## src/etfd_pkg.sv

```systemverilog
package etfd_pkg;
    // ==========================================================
    // clock and timing
    localparam int CLK_MHZ = 200;
    localparam int FILT_MIN_NS = 1000;
    localparam int FILT_CYC = (FILT_MIN_NS * CLK_MHZ + 999) / 1000;
    localparam int OVH_NS = 3100;
    localparam int OVH_CYC = (OVH_NS * CLK_MHZ + 999) / 1000;
    localparam int MIN_INT2_NS = 10000;
    localparam int MIN_INT2_CYC = (MIN_INT2_NS * CLK_MHZ + 999) / 1000;
    // ==========================================================
    // settings and reset values
    localparam logic [1:0] SNAP_OFF = 2'h0;
    localparam logic [1:0] SNAP_CONC = 2'h1;
    localparam logic [1:0] SNAP_PRE = 2'h2;
    localparam logic [1:0] SNAP_RST = 2'h1;
    localparam logic FILT_RST = 1'h0;
    localparam logic [2:0] DUMPS_MIN = 3'h1;
    localparam logic [2:0] DUMPS_MAX = 3'h7;
    localparam logic [2:0] DUMPS_RST = 3'h1;
    localparam int CNT_W = 24;
    localparam int ROWS_W = 12;
    // per-row dump cycles at 200 MHz clock, per rate and tap count
    localparam logic [7:0] ROW_CYC_80_4T = 8'h14;
    localparam logic [7:0] ROW_CYC_65_4T = 8'h19;
    localparam logic [7:0] ROW_CYC_80_2T = 8'h28;
    localparam logic [7:0] ROW_CYC_65_2T = 8'h32;
    localparam logic [7:0] CSN_USER_OFS = 8'h8;
    localparam logic [3:0] CSN_UNITY = 4'h6;
    localparam logic [3:0] CSN_TESTPAT = 4'h7;
    localparam logic [7:0] READOUT_FACTOR = 8'h2;
    typedef enum logic [4:0] {
        ST_IDLE = 5'b00001,
        ST_DUMP = 5'b00010,
        ST_WAIT = 5'b00100,
        ST_EXPO = 5'b01000,
        ST_READ = 5'b10000
    } etfd_state_e;
endpackage

```

## src/etfd_sync_filter.sv

```systemverilog
`timescale 1ns/1ps
`default_nettype none
module etfd_sync_filter (
    input wire logic clk_sys, // clock
    input wire logic rst_n, // synchronised reset
    input wire logic ce, // clock enable
    input wire logic filt_en, // filter enable
    input wire logic pin_in, // raw sync pin
    output logic level_out // conditioned level
);
    // ==========================================================
    // three-stage capture; only stages 2 and 3 are compared
    logic s1_ff, s2_ff, s3_ff;
    logic [15:0] stab_ff;
    always_ff @(posedge clk_sys or negedge rst_n) begin
        if (!rst_n) begin
            s1_ff <= 1'b0;
            s2_ff <= 1'b0;
            s3_ff <= 1'b0;
        end else if (ce) begin
            s1_ff <= pin_in;
            s2_ff <= s1_ff;
            s3_ff <= s2_ff;
        end
    end
    // ==========================================================
    // stable-level qualification
    always_ff @(posedge clk_sys or negedge rst_n) begin
        if (!rst_n) begin
            stab_ff <= 16'h0;
            level_out <= 1'b0;
        end else if (ce) begin
            if (s2_ff != s3_ff) begin
                stab_ff <= 16'h0;
            end else if (!filt_en) begin
                level_out <= s3_ff;
            end else if (s3_ff == level_out) begin
                stab_ff <= 16'h0;
            end else if (stab_ff >= 16'(etfd_pkg::FILT_CYC - 1)) begin
                level_out <= s3_ff;
                stab_ff <= 16'h0;
            end else begin
                stab_ff <= stab_ff + 16'h1;
            end
        end
    end
endmodule
`default_nettype wire

```

## src/etfd_ctrl.sv

```systemverilog
// What this block does
// - with filtering on, pulses under one microsecond are ignored
// - filter setting: zero turns it off, one turns it on
// - filter is off after reset
// - snapshot selector takes 0 (no dumps), 1 or 2
// - variant 1 clears the sensor concurrently with integration
// - variant 1 integration is sync high time plus dump count times dump time plus 3.1 us
// - variant 1 integration never shorter than dump time plus 3.1 us
// - variant 1 is the reset selection
// - variant 2 waits the dump time between integration and exposure
// - variant 2 supports integration down to 10 us
// - variant 2 never lets exposure overlap readout
// - variant 1 starts the dump at sync falling edge
// - variant 2 starts the dump at sync rising edge
// - dump time depends on rows, output rate and tap count
// - exact dump time is reported on an output
// - dump count 1 to 7 dumps per sequence
// - dump count ignored in snapshot mode 0
// - maximum frame rate limit falls as dump count rises, reported out
// - sixteen coefficient sets: eight factory, eight user
// - sets matched to snapshot mode: mode 1 to 0/3, mode 0 to 1/4, mode 2 to 2/5 families
// - set 6 is no correction, set 7 from test patterns
// - sets 8 to 15 user writable, mirroring factory set minus eight
`timescale 1ns/1ps
`default_nettype none
module etfd_ctrl (
    input wire logic clk_sys, // 200 MHz clock
    input wire logic rstn, // async reset, active low
    input wire logic ce, // clock enable
    input wire logic external_exposure_sync, // sync pin from grabber
    input wire logic filt_en_cfg, // sync filter setting
    input wire logic [1:0] snap_mode_cfg, // snapshot selector
    input wire logic [2:0] dump_cnt_cfg, // dumps per sequence
    input wire logic cfg_wr, // one-cycle strobe loading settings
    input wire logic [etfd_pkg::ROWS_W-1:0] rows_active, // active rows
    input wire logic rate_65, // 1: 65 MHz output, 0: 80 MHz
    input wire logic four_tap, // 1: four taps, 0: two taps
    input wire logic [etfd_pkg::CNT_W-1:0] readout_cyc, // readout length
    input wire logic [1:0] csn_bank, // 0 or 1: family member
    input wire logic csn_user, // select user copy
    input wire logic csn_special, // pick unity or test set
    input wire logic csn_test, // with special: test-pattern set
    output logic filt_en, // active filter setting
    output logic [1:0] snap_mode, // active snapshot mode
    output logic [2:0] dump_cnt, // active dump count
    output logic dump_active, // fast frame dump in progress
    output logic integrating, // sensor integrating
    output logic exposing, // exposure window open
    output logic reading, // frame readout in progress
    output logic [etfd_pkg::CNT_W-1:0] dump_time_cyc, // dump duration y
    output logic [etfd_pkg::CNT_W-1:0] min_frame_cyc, // minimum frame period
    output logic [3:0] coef_set, // selected coefficient set
    output logic coef_set_user_wr, // selected set is writable
    output logic cfg_err // last setting rejected
);
    localparam int CNT_W = etfd_pkg::CNT_W;
    // ==========================================================
    // reset release
    logic r1_ff, r2_ff;
    always_ff @(posedge clk_sys or negedge rstn) begin
        if (!rstn) begin
            r1_ff <= 1'b0;
            r2_ff <= 1'b0;
        end else begin
            r1_ff <= 1'b1;
            r2_ff <= r1_ff;
        end
    end
    wire logic rst_n = r2_ff;
    // ==========================================================
    // settings
    wire logic snap_ok = (snap_mode_cfg != 2'h3);
    wire logic cnt_ok = (dump_cnt_cfg >= etfd_pkg::DUMPS_MIN)
        && (dump_cnt_cfg <= etfd_pkg::DUMPS_MAX);
    always_ff @(posedge clk_sys or negedge rst_n) begin
        if (!rst_n) begin
            filt_en <= etfd_pkg::FILT_RST;
        end else if (ce && cfg_wr) begin
            filt_en <= filt_en_cfg;
        end
    end
    // a refused selector keeps the running mode rather than guessing
    always_ff @(posedge clk_sys or negedge rst_n) begin
        if (!rst_n) begin
            snap_mode <= etfd_pkg::SNAP_RST;
        end else if (ce && cfg_wr && snap_ok) begin
            snap_mode <= snap_mode_cfg;
        end
    end
    // count is held in mode 0 too; it acts when a sequence starts and, outside mode 0, in the frame-period limit
    always_ff @(posedge clk_sys or negedge rst_n) begin
        if (!rst_n) begin
            dump_cnt <= etfd_pkg::DUMPS_RST;
        end else if (ce && cfg_wr && cnt_ok) begin
            dump_cnt <= dump_cnt_cfg;
        end
    end
    // flags the last write only; a good write clears it
    always_ff @(posedge clk_sys or negedge rst_n) begin
        if (!rst_n) begin
            cfg_err <= 1'b0;
        end else if (ce && cfg_wr) begin
            cfg_err <= !(snap_ok && cnt_ok);
        end
    end
    // ==========================================================
    // conditioned sync and edges
    logic sync_lvl, sync_d_ff;
    etfd_sync_filter u_filt (
        .clk_sys(clk_sys),
        .rst_n(rst_n),
        .ce(ce),
        .filt_en(filt_en),
        .pin_in(external_exposure_sync),
        .level_out(sync_lvl)
    );
    always_ff @(posedge clk_sys or negedge rst_n) begin
        if (!rst_n) begin
            sync_d_ff <= 1'b0;
        end else if (ce) begin
            sync_d_ff <= sync_lvl;
        end
    end
    wire logic sync_rise = sync_lvl && !sync_d_ff;
    wire logic sync_fall = !sync_lvl && sync_d_ff;
    // ==========================================================
    // dump duration and frame-rate limit
    logic [7:0] row_cyc;
    always_comb begin
        case ({four_tap, rate_65})
            2'b10: row_cyc = etfd_pkg::ROW_CYC_80_4T;
            2'b11: row_cyc = etfd_pkg::ROW_CYC_65_4T;
            2'b00: row_cyc = etfd_pkg::ROW_CYC_80_2T;
            default: row_cyc = etfd_pkg::ROW_CYC_65_2T;
        endcase
    end
    // registered so the reported figure is stable glitch-free
    always_ff @(posedge clk_sys or negedge rst_n) begin
        if (!rst_n) begin
            dump_time_cyc <= '0;
            min_frame_cyc <= '0;
        end else if (ce) begin
            dump_time_cyc <= CNT_W'(rows_active)
                * CNT_W'(row_cyc);
            if (snap_mode == etfd_pkg::SNAP_OFF) begin
                min_frame_cyc <= readout_cyc;
            end else begin
                min_frame_cyc <= CNT_W'(readout_cyc
                    + dump_cnt * dump_time_cyc
                    + etfd_pkg::OVH_CYC);
            end
        end
    end
    // ==========================================================
    // sequencer
    etfd_pkg::etfd_state_e st_ff, nxt_st;
    logic [CNT_W-1:0] tmr_ff, nxt_tmr;
    logic [2:0] left_ff, nxt_left;
    logic [1:0] run_mode_ff;
    wire logic tmr_done = (tmr_ff == '0);
    always_comb begin
        nxt_st = st_ff;
        nxt_tmr = tmr_done ? tmr_ff : tmr_ff - 1'b1;
        nxt_left = left_ff;
        case (st_ff)
            etfd_pkg::ST_IDLE: begin
                // mode 0 ignores dump count and never dumps
                if (snap_mode == etfd_pkg::SNAP_CONC && sync_fall) begin
                    nxt_st = etfd_pkg::ST_DUMP;
                    nxt_tmr = dump_time_cyc;
                    nxt_left = dump_cnt;
                end else if (snap_mode == etfd_pkg::SNAP_PRE
                    && sync_rise) begin
                    nxt_st = etfd_pkg::ST_DUMP;
                    nxt_tmr = dump_time_cyc;
                    nxt_left = dump_cnt;
                end else if (snap_mode == etfd_pkg::SNAP_OFF
                    && sync_rise) begin
                    nxt_st = etfd_pkg::ST_EXPO;
                    nxt_tmr = '0;
                end
            end
            etfd_pkg::ST_DUMP: begin
                if (tmr_done) begin
                    if (left_ff > 3'h1) begin
                        nxt_left = left_ff - 3'h1;
                        nxt_tmr = dump_time_cyc;
                    end else if (run_mode_ff == etfd_pkg::SNAP_CONC) begin
                        nxt_st = etfd_pkg::ST_WAIT;
                        nxt_tmr = CNT_W'(etfd_pkg::OVH_CYC);
                    end else begin
                        nxt_st = etfd_pkg::ST_EXPO;
                        nxt_tmr = CNT_W'(etfd_pkg::MIN_INT2_CYC);
                    end
                end
            end
            etfd_pkg::ST_WAIT: begin
                if (tmr_done) begin
                    nxt_st = etfd_pkg::ST_READ;
                    nxt_tmr = readout_cyc;
                end
            end
            etfd_pkg::ST_EXPO: begin
                // sync low ends exposure once the minimum has passed
                if (tmr_done && !sync_lvl) begin
                    nxt_st = etfd_pkg::ST_READ;
                    nxt_tmr = readout_cyc;
                end
            end
            etfd_pkg::ST_READ: begin
                if (tmr_done) begin
                    nxt_st = etfd_pkg::ST_IDLE;
                end
            end
            default: begin
                nxt_st = etfd_pkg::ST_IDLE;
                nxt_tmr = '0;
            end
        endcase
    end
    always_ff @(posedge clk_sys or negedge rst_n) begin
        if (!rst_n) begin
            st_ff <= etfd_pkg::ST_IDLE;
            tmr_ff <= '0;
            left_ff <= 3'h0;
            run_mode_ff <= etfd_pkg::SNAP_OFF;
        end else if (ce) begin
            st_ff <= nxt_st;
            tmr_ff <= nxt_tmr;
            left_ff <= nxt_left;
            if (st_ff == etfd_pkg::ST_IDLE) begin
                run_mode_ff <= snap_mode;
            end
        end
    end
    // ==========================================================
    // phase outputs
    always_ff @(posedge clk_sys or negedge rst_n) begin
        if (!rst_n) begin
            dump_active <= 1'b0;
        end else if (ce) begin
            dump_active <= (nxt_st == etfd_pkg::ST_DUMP);
        end
    end
    always_ff @(posedge clk_sys or negedge rst_n) begin
        if (!rst_n) begin
            reading <= 1'b0;
        end else if (ce) begin
            reading <= (nxt_st == etfd_pkg::ST_READ);
        end
    end
    always_ff @(posedge clk_sys or negedge rst_n) begin
        if (!rst_n) begin
            exposing <= 1'b0;
        end else if (ce) begin
            exposing <= (nxt_st == etfd_pkg::ST_EXPO);
        end
    end
    // variant 1 integration spans sync high, dumps and overhead; the pin
    // is followed only while no sequence starts, so the hand-over into
    // the dump never drops integration for a cycle
    always_ff @(posedge clk_sys or negedge rst_n) begin
        if (!rst_n) begin
            integrating <= 1'b0;
        end else if (ce) begin
            if (snap_mode == etfd_pkg::SNAP_CONC
                && nxt_st == etfd_pkg::ST_IDLE) begin
                integrating <= sync_lvl;
            end else begin
                integrating <= (nxt_st == etfd_pkg::ST_DUMP)
                    || (nxt_st == etfd_pkg::ST_WAIT)
                    || (nxt_st == etfd_pkg::ST_EXPO);
            end
        end
    end
    // ==========================================================
    // coefficient set selection
    logic [3:0] fam;
    always_comb begin
        case (snap_mode)
            etfd_pkg::SNAP_CONC: fam = 4'h0;
            etfd_pkg::SNAP_OFF: fam = 4'h1;
            default: fam = 4'h2;
        endcase
        if (csn_special) begin
            fam = csn_test ? etfd_pkg::CSN_TESTPAT
                : etfd_pkg::CSN_UNITY;
        end else if (csn_bank[0]) begin
            fam = fam + 4'h3;
        end
    end
    always_ff @(posedge clk_sys or negedge rst_n) begin
        if (!rst_n) begin
            coef_set <= 4'h0;
            coef_set_user_wr <= 1'b0;
        end else if (ce) begin
            coef_set <= csn_user ? fam + etfd_pkg::CSN_USER_OFS[3:0]
                : fam;
            coef_set_user_wr <= csn_user;
        end
    end
endmodule
`default_nettype wire

```

## config.mk

```make
export PLATFORM = sky130hd
export DESIGN_NAME = etfd_ctrl
export DESIGN_NICKNAME = d
export VERILOG_FILES = /design/src/etfd_pkg.sv /design/src/etfd_sync_filter.sv /design/src/etfd_ctrl.sv
export SDC_FILE = /design/constraint.sdc
export NUM_CORES = 1
export LEC_CHECK = 0
export ABC_AREA = 1
export BUFFER_PORTS_ARGS = -buffer_cell sky130_fd_sc_hd__buf_2
export CAP_MARGIN = 15
export CORE_MARGIN = 8
export CORE_UTILIZATION = 46
export DETAILED_ROUTE_END_ITERATION = 16
export HOLD_SLACK_MARGIN = 0.03
export PLACE_DENSITY = 0.65
export SLEW_MARGIN = 20
export SYNTH_ARGS = -nofsm -noshare
export SYNTH_HDL_FRONTEND = slang
export SYNTH_HIERARCHICAL = 1
export SYNTH_SLANG_ARGS = --single-unit
export TNS_END_PERCENT = 100
```

## constraint.sdc

```tcl
create_clock -name clk_sys -period 4.5 [get_ports clk_sys]
set_input_delay 0.45 -clock clk_sys [delete_from_list [all_inputs] [get_ports clk_sys]]
set_output_delay 0.45 -clock clk_sys [all_outputs]
set_load 0.01 [all_outputs]
```

==> qor.csv, run 1 <==
metric,value,unit
hold_end,coef_set[3],
synthArstFlopShare,1.00,
htreeDepth,4,
max_stage_delay,0.53,ns
hpwl,26.2,mm
preCtsSetupSlack,0.0570,ns
maxCapViolations,0,
hold_viol,0,
crit_top_cell,nand2_1,
first_iter_violations,813,
synthDistinctLibCells,52,
cts_tree,done,
hp-class,in -> reg,
start_util,0.468,
tightestPinTransition,0.909,ns
antenna_left,0,
first_pass_iters,6,
max_freq,242,MHz
coreArea,25300,µm²
hold_path_depth,3,
ios,118,
status,"finished, final reports clean",
dieArea,31100,µm²
grt_pass1_wl,54.4,mm
min_period_over_period,0.918,
drt-total-wl,33.1,mm
syn2layout_area_growth,12.8,%
slowest_stage,dfstp_2,
holdBufCountCts,1,
clock-root-buffer,clkbuf_16,
r2r_slack,0.37,ns
wl_per_cell,15.4,µm
grt_pass1_vias,10688,
synth_cells,1699,
port_buffers,111,
crit_type,reg -> reg,
vias,10953,
ys.flop_type,dfrtp_1,
die_x,176,µm
cts_inserted_buffers,17,
postCtsSetupBuffers,0,
period_minus_slack,4.13,ns
worstPathArrival,4.44,ns
gr-total-overflow,0,
drive_above_1_share,0.130,
cellPowerDensity,660,nW/µm²
synth_edf_count,0,
row_count,58,
cts_sinks,115,
path_cells,buf_4 -> nand2_1 -> inv_1 -> fa_1 -> fa_1 -> fa_1 -> ha_1 -> a21oi_1 -> o21ai_1 -> buf_4 -> nand2_1 -> nand2_1 -> nand3_1 -> a21oi_1 -> nand3b_1 -> nand2_1 -> nand2_1,
clkTransAtPathRegs,0.07,ns
rr_worst_depth,17,
rsz0062_at_grt,no,
r2r_end,min_frame_cyc[18],
synth-seq-area-share,0.244,
place_area,12700,µm²
syn_area,11800,µm²
max_slew_margin,0.393,
cts.path.max_buffers,2,
crit_family,adder cells,
finalWorstSetupSlack,0.370,ns
die_h,176,µm
setup_tns,0,ns
peakVddDrop,0.348,mV
synth_seq_cells,115,
nets,2024,
final_area,13300,µm²
cp_num_buf_inv,3,
viasPerCell,5.09,
crit_path_end_kind,register,
grt_use_total,0.216,
post_synth.cell_area_avg,6.96,µm²
mostFrequentLayoutCells,"nand2_1 (528), inv_1 (274), nor2_1 (171)",
p_leak,7.69,nW
gp_congestion,0.934,
fill_cells,2535,
ctsResizeCount,0,
hold_start,csn_user,
route.detailed.drc,0,
required,4.81,ns
skew,0.0120,ns
startpoint_type,register,
r2r-start,dump_cnt[0],
insertion_delay,0.43,ns
grt_max_degree,78,
maxSlewViolCount,0,
crit_path_max_fanout,21,
setup_viol,0,
antenna_found_initial,2,
crit_cells,17,
ys_warn_count,6,
final_common_cell,nand2_1,
worst max-delay path by stage:
stage / to / startpoint
final: min_frame_cyc[18] / dump_cnt[0]
after global routing: min_frame_cyc[18] / dump_cnt[1]
after floorplan: dump_time_cyc[17] / rate_65
after global placement: dump_time_cyc[17] / rate_65
after detailed placement: dump_time_cyc[18] / rate_65
after CTS: min_frame_cyc[18] / dump_cnt[1]
area by class of cell:
cell class	instances	area (µm²)	area share
Clock buffer	17	425	0.0319
Tap cell	330	413	0.0309
Antenna cell	2	5.00	0.000375
Clock inverter	15	164	0.0123
Inverter	286	1070	0.0804
Timing Repair Buffer	136	778	0.0583
Sequential cell	115	2890	0.216
Multi-Input combinational cell	1252	7600	0.570
power by group:
| group | internal [mW] | switching (mW) |
|---|---|---|
| Clock | 0.742 | 0.617 |
| Sequential | 1.34 | 0.362 |
| Combinational | 2.05 | 3.70 |
Yosys cell counts, types with 3 or more instances:
master / n / share of area
nand3_2: 4 / 0.0034
o21ai_0: 80 / 0.034
nand2_2: 10 / 0.0053
nor2_1: 171 / 0.054
inv_1: 274 / 0.087
inv_2: 11 / 0.0035
dfstp_2: 3 / 0.0067
dfrtp_1: 112 / 0.24
ha_1: 84 / 0.089
xor2_1: 18 / 0.013
a21oi_1: 69 / 0.029
nor2_2: 13 / 0.0069
buf_4: 11 / 0.0070
buf_6: 6 / 0.0057
nor3_1: 9 / 0.0038
and2_1: 3 / 0.0016
o211ai_1: 4 / 0.0025
clkbuf_1: 28 / 0.0089
o21ai_1: 11 / 0.0047
fa_1: 78 / 0.13
nand2_4: 4 / 0.0038
nand3b_1: 3 / 0.0019
nand2_1: 528 / 0.17
nand4_1: 21 / 0.011
or2_2: 6 / 0.0032
a21o_1: 3 / 0.0019
xnor2_1: 12 / 0.0089
nor2_4: 5 / 0.0048
nand3_1: 85 / 0.036
o21ai_2: 3 / 0.0022
registers in the layout, indices dropped and copies added, names as in the netlist, 2 cells and up:
register	flops
run_mode_ff	2
dump_cnt	3
left_ff	3
st_ff	5
dump_time_cyc	19
u_filt/stab_ff	16
coef_set	4
min_frame_cyc	24
snap_mode	2
tmr_ff	24
routing by layer:
metal	global-route usage	wire length (µm)
met5	0	0
met4	0.0581	486
met3	0.0380	1910
met2	0.360	15800
met1	0.285	14900
logic make-up after synthesis:
logic type / Yosys count / synth area share
buffers and inverters: 336 / 0.115
AO/OA/AOI/OAI: 181 / 0.0820
flip-flops: 115 / 0.244
adder cells (fa/ha/maj): 162 / 0.221
AND/OR/NAND/NOR: 871 / 0.314
multiplexers: 2 / 0.00180
other: 2 / 0.000635
XOR/XNOR: 30 / 0.0222
stage by stage:
stage                     cells  power, mW   util  hold WS (ns)
after floorplan            1703       5.90      -         0.154
after global placement     2117       7.36  0.504         0.235
after detailed placement   2117       7.41  0.504         0.241
after CTS                  2150       8.84  0.527         0.208
after global routing       2153       9.71  0.529         0.230
final                      2153       8.81  0.529         0.225
worst min-delay path, stage by stage:
cell     delay (ns)
buf_2          0.07
nand2_1        0.04
nand2_1        0.05
(Power assumes the default switching activity.)
==> run 2: changes to the inputs <==
--- a/config.mk
+++ b/config.mk
@@ -12,6 +12,7 @@
 export CORE_UTILIZATION = 46
 export DETAILED_ROUTE_END_ITERATION = 16
 export HOLD_SLACK_MARGIN = 0.03
+export MAX_ROUTING_LAYER = met4
 export PLACE_DENSITY = 0.65
 export SLEW_MARGIN = 20
 export SYNTH_ARGS = -nofsm -noshare
==> run 2 against run 1 <==
Die area did not move. Non-clock buffer count is 3 higher. Clock power hardly changed. Global-route usage grew 1.1 points. Routed wire length is 1.7% higher. Combinational power about the same. Final area rose by 0.11%. Setup slack gained 0.034 ns. Register-to-register slack improved by 0.04 ns. Count of clock-buffer cells in the layout unchanged. Critical endpoint is now dump_time_cyc[17]. Largest power group unchanged.
==> qor.csv, run 2 (synthesis results as in run 1) <==
metric,value,unit,change
cts_inserted_buffers,17,,unchanged
peakVddDrop,0.352,mV,+1.1%
route.detailed.drc,0,,unchanged
worstPathArrival,4.41,ns,-0.03 ns
hold_slack,0.225,ns,+0.000106 ns
gp_congestion,0.919,,-1.6%
tightestPinTransition,1.03,ns,+0.120 ns
clkTransAtPathRegs,0.06,ns,about the same
drt-total-wl,33.6,mm,+1.7%
grt_pass1_vias,10893,,+1.9%
port_buffers,111,,unchanged
setup_tns,0,ns,unchanged
skew,0.0109,ns,-0.00118 ns
crit_path_max_fanout,11,,-48%
cp_num_buf_inv,5,,+2
htreeDepth,4,,unchanged
startpoint_type,input port,,
hpwl,26.6,mm,+1.5%
cts.path.max_buffers,2,,unchanged
row_count,58,,unchanged
cts_sinks,115,,unchanged
cellPowerDensity,665,nW/µm²,+0.68%
maxSlewViolCount,0,,unchanged
max_slew_margin,0.313,,-0.0802
antenna_left,0,,unchanged
grt_pass1_wl,55.5,mm,+2.2%
max_stage_delay,0.55,ns,+0.02 ns
rsz0062_at_grt,no,,
dieArea,31100,µm²,unchanged
crit_path_end_kind,register,,
min_period_over_period,0.910,,-0.00765
required,4.82,ns,about the same
first_iter_violations,788,,-3.1%
ctsResizeCount,0,,unchanged
hold_viol,0,,unchanged
setup_viol,0,,unchanged
slowest_stage,fa_1,,
hp-class,in -> reg,,
fill_cells,2582,,+1.9%
grt_max_degree,78,,unchanged
coreArea,25300,µm²,unchanged
holdBufCountCts,1,,unchanged
antenna_found_initial,1,,-1
grt_use_total,0.227,,+0.0114
maxCapViolations,0,,unchanged
status,"finished, final reports clean",,
syn2layout_area_growth,13.0,%,
nets,2027,,+0.15%
drive_above_1_share,0.131,,+0.00143
largestRegisters,"min_frame_cyc: 24 flops, tmr_ff: 24 flops, dump_time_cyc: 19 flops",,
insertion_delay,0.43,ns,about the same
vias,11008,,+0.50%
mostFrequentLayoutCells,"nand2_1 (528), inv_1 (274), nor2_1 (171)",,
die_x,176,µm,unchanged
period_minus_slack,4.10,ns,-0.0344 ns
p_leak,7.71,nW,+0.28%
max_freq,244,MHz,+0.84%
viasPerCell,5.11,,+0.41%
crit_type,in -> reg,,
postCtsSetupBuffers,0,,unchanged
clock-root-buffer,clkbuf_16,,
ios,118,,unchanged
die_h,176,µm,unchanged
wl_per_cell,15.6,µm,+1.6%
cts_tree,done,,
first_pass_iters,5,,-1
start_util,0.468,,unchanged
crit_family,adder cells,,
path_cells,buf_2 -> inv_1 -> ha_1 -> nor2_1 -> buf_4 -> nor2_1 -> fa_1 -> fa_1 -> inv_1 -> fa_1 -> inv_1 -> ha_1 -> a21oi_1 -> o21ai_0 -> a21oi_1 -> o21ai_0 -> or2_2 -> nand3_1 -> nand2_1,,
gr-total-overflow,0,,unchanged
final_common_cell,nand2_1,,
## run 2: power by group
group | internal, mW | total [mW] | switching, mW
combinational | 2.07 | 5.78 | 3.71
clock | 0.788 | 1.39 | 0.597
sequential | 1.34 | 1.71 | 0.373
total | 4.20 | 8.88 | 4.68
## run 2: path summary, 6_finish.rpt
kind                             start                 to  slack (ns)  cells past startpoint
max                            rate_65  dump_time_cyc[17]        0.40                     19
min                        filt_en_cfg            filt_en        0.22                      3
max reg2reg                dump_cnt[1]  min_frame_cyc[15]        0.41                     18
min reg2reg                      r2_ff  u_filt/stab_ff[2]        0.26                      0
max in group asynchronous        r2_ff  min_frame_cyc[21]        3.38                      1
min in group asynchronous        r2_ff  u_filt/stab_ff[2]        0.26                      0
## run 2: area by class of cell
cell class,instances,area [µm²],area share
repair buffers,139,788,0.0590
clock inverters,15,171,0.0128
well taps,330,413,0.0309
inverters,286,1070,0.0803
diodes,1,2.50,0.000187
clock buffers,17,425,0.0318
flip-flops and latches,115,2890,0.216
multi-input cells,1252,7600,0.569
## run 2: worst min-delay path, stage by stage
cell     delay (ns)
buf_2          0.07
nand2_1        0.04
nand2_1        0.05
## run 2: routing by layer
layer	wire length, µm	GRT usage	up-vias
met5	0	-	-
met4	529	0.0532	0
met3	1750	0.0331	46
met2	16100	0.372	286
met1	15200	0.294	5202
li1	-	-	5474
## run 2: stage by stage
| stage | power (mW) | cell area (µm²) | worst slack [ns] | util | instances |
|---|---|---|---|---|---|
| floorplan | 5.90 | 11800 | 0.223 | - | 1703 |
| global placement | 7.40 | 12700 | 0.0521 | 0.504 | 2120 |
| detailed placement | 7.46 | 12700 | 0.00579 | 0.504 | 2120 |
| CTS | 8.91 | 13300 | 0.386 | 0.528 | 2153 |
| global route | 9.81 | 13400 | 0.0301 | 0.529 | 2155 |
| finish | 8.88 | 13400 | 0.404 | 0.529 | 2155 |
==> run 3: changes to the inputs <==
--- a/config.mk
+++ b/config.mk
@@ -6,14 +6,14 @@
 export NUM_CORES = 1
 export LEC_CHECK = 0
 export ABC_AREA = 1
-export BUFFER_PORTS_ARGS = -buffer_cell sky130_fd_sc_hd__buf_2
-export CAP_MARGIN = 15
+export CAP_MARGIN = 20
 export CORE_MARGIN = 8
-export CORE_UTILIZATION = 46
+export CORE_UTILIZATION = 45
 export DETAILED_ROUTE_END_ITERATION = 16
+export DONT_BUFFER_PORTS = 1
 export HOLD_SLACK_MARGIN = 0.03
 export MAX_ROUTING_LAYER = met4
-export PLACE_DENSITY = 0.65
+export PLACE_DENSITY = 0.6
 export SLEW_MARGIN = 20
 export SYNTH_ARGS = -nofsm -noshare
 export SYNTH_HDL_FRONTEND = slang
==> run 3 against run 2 <==
Sequential power up 8%. Setup slack worse by 0.046 ns. Die area up 2.0%. Power down 0.44%. Final area down 4.4%. Clock power about the same. Register-to-register slack worse by 0.05 ns. Critical path depth down 4. Sequential share of layout area up 0.99 points. Global-route usage up 0.74 points. Routed wire length up 4.1%. Largest cell class unchanged.
==> qor.csv, run 3 (synthesis results as in run 1) <==
metric,value,unit,change
status,"finished, final reports clean",,
syn2layout_area_growth,7.98,%,
crit_path_max_fanout,6,,-5
ios,118,,unchanged
startpoint_type,register,,
required,4.82,ns,about the same
cts.path.max_buffers,2,,unchanged
r2r_end,min_frame_cyc[12],,
cts_inserted_buffers,17,,unchanged
cts_tree,done,,
nets,1911,,-5.7%
maxSlewViolCount,0,,unchanged
hold_viol,0,,unchanged
p_leak,7.22,nW,-6.3%
wl_per_cell,17.1,µm,+9.8%
max_slew_margin,0.383,,+0.0701
gr-total-overflow,0,,unchanged
cellPowerDensity,692,nW/µm²,+4.1%
antenna_found_initial,0,,-1
hold_slack,0.121,ns,-0.104 ns
skew,0.0118,ns,+0.000949 ns
r2r-start,dump_time_cyc[0],,
hold_end,st_ff[0],,
r2r_slack,0.36,ns,-0.05 ns
crit_type,reg -> reg,,
worstPathArrival,4.46,ns,+0.05 ns
rr_worst_depth,15,,-3
coreArea,25900,µm²,+2.6%
setup_viol,0,,unchanged
drt-total-wl,35.0,mm,+4.1%
hp-class,in -> reg,,
peakVddDrop,0.328,mV,-6.9%
clock-root-buffer,clkbuf_16,,
rsz0062_at_grt,no,,
row_count,59,,+1.7%
start_util,0.457,,-0.0119
crit_path_end_kind,register,,
first_pass_iters,5,,unchanged
hold_path_depth,1,,-2
antenna_left,0,,unchanged
preCtsSetupSlack,-0.0284,ns,-0.0342 ns
finalWorstSetupSlack,0.359,ns,-0.0458 ns
period_minus_slack,4.14,ns,+0.0458 ns
maxCapViolations,0,,unchanged
cts_sinks,115,,unchanged
clkTransAtPathRegs,0.07,ns,about the same
holdBufCountCts,1,,unchanged
grt_pass1_wl,56.6,mm,+1.9%
htreeDepth,4,,unchanged
gp_congestion,0.956,,+4.0%
vias,10537,,-4.3%
first_iter_violations,715,,-9.3%
final_common_cell,nand2_1,,
min_period_over_period,0.920,,+0.0102
max_freq,241,MHz,-1.1%
grt_max_degree,93,,+19%
ctsResizeCount,0,,unchanged
die_h,178,µm,+1.0%
mostFrequentLayoutCells,"nand2_1 (528), inv_1 (274), nor2_1 (170)",,
dieArea,31700,µm²,+2.0%
viasPerCell,5.16,,+0.97%
hold_start,ce,,
port_buffers,0,,-100%
grt_use_total,0.235,,+0.00744
route.detailed.drc,0,,unchanged
tightestPinTransition,0.925,ns,-0.104 ns
largestRegisters,"min_frame_cyc: 24 flops, tmr_ff: 24 flops, dump_time_cyc: 19 flops",,
grt_pass1_vias,10583,,-2.8%
postCtsSetupBuffers,0,,unchanged
diodes,0,,-1
drive_above_1_share,0.0726,,-0.0584
hpwl,27.6,mm,+3.6%
die_x,178,µm,+1.0%
insertion_delay,0.44,ns,about the same
fill_cells,2629,,+1.8%
[run 3: changes by cell type in the layout (fill, tap and decap cells not counted), moves of 3 or more]
| cell | previous run | this run |
|---|---|---|
| buf_2 | 111 | 0 |
| clkinv_8 | 2 | 5 |
| buf_4 | 26 | 21 |
| clkinv_4 | 4 | 0 |
| inv_8 | 3 | 6 |
[run 3: power breakdown]
part           switching, mW  internal, mW  total (mW)
Sequential             0.512          1.34        1.85
Clock                  0.653         0.754        1.41
Combinational           3.63          1.95        5.59
[run 3: how the worst max path moves through the flow]
stage	from	end	slack (ns)	cells after the start
2_1_floorplan	rate_65	dump_time_cyc[17]	0.22	18
3_3_place_gp	rate_65	dump_time_cyc[17]	0.05	19
3_5_place_dp	rate_65	dump_time_cyc[17]	-0.03	19
4_1_cts	dump_time_cyc[0]	min_frame_cyc[12]	0.35	15
5_1_grt	dump_time_cyc[0]	min_frame_cyc[14]	0.08	16
6_report	dump_time_cyc[0]	min_frame_cyc[12]	0.36	15
[run 3: worst max-delay path: stages (launching register included)]
cell,delay (ns)
dfrtp_1,0.54
nand2_1,0.13
ha_1,0.34
fa_1,0.57
fa_1,0.42
inv_1,0.07
ha_1,0.26
inv_1,0.12
fa_1,0.49
o21ai_1,0.33
nand2_1,0.08
nand2_1,0.17
a21oi_1,0.11
xnor2_1,0.15
o21ai_0,0.18
nand2_1,0.07
[run 3: per-stage QoR]
step	utilization	instance area, µm²	instances	power (mW)	setup TNS, ns
finish	0.493	12800	2043	8.84	0
global placement	0.469	12100	2009	7.34	0
detailed placement	0.469	12200	2010	7.39	-0.0284
CTS	0.493	12800	2043	8.85	0
global route	0.493	12800	2043	9.74	0
floorplan	-	11800	1703	5.90	0
[run 3: cell type report]
type                       count  area [µm²]  area share
multi-input combinational   1252        7610       0.595
clock buffer                  17         425      0.0333
sequential                   115        2890       0.226
tap                          335         419      0.0328
timing repair buffer          23         183      0.0143
clock inverter                15         183      0.0143
inverter                     286        1070      0.0840
[run 3: per-layer routing]
metal / track usage / share of wire
met5: - / 0
met4: 0.0743 / 0.022
met3: 0.0478 / 0.068
met2: 0.368 / 0.46
met1: 0.300 / 0.45
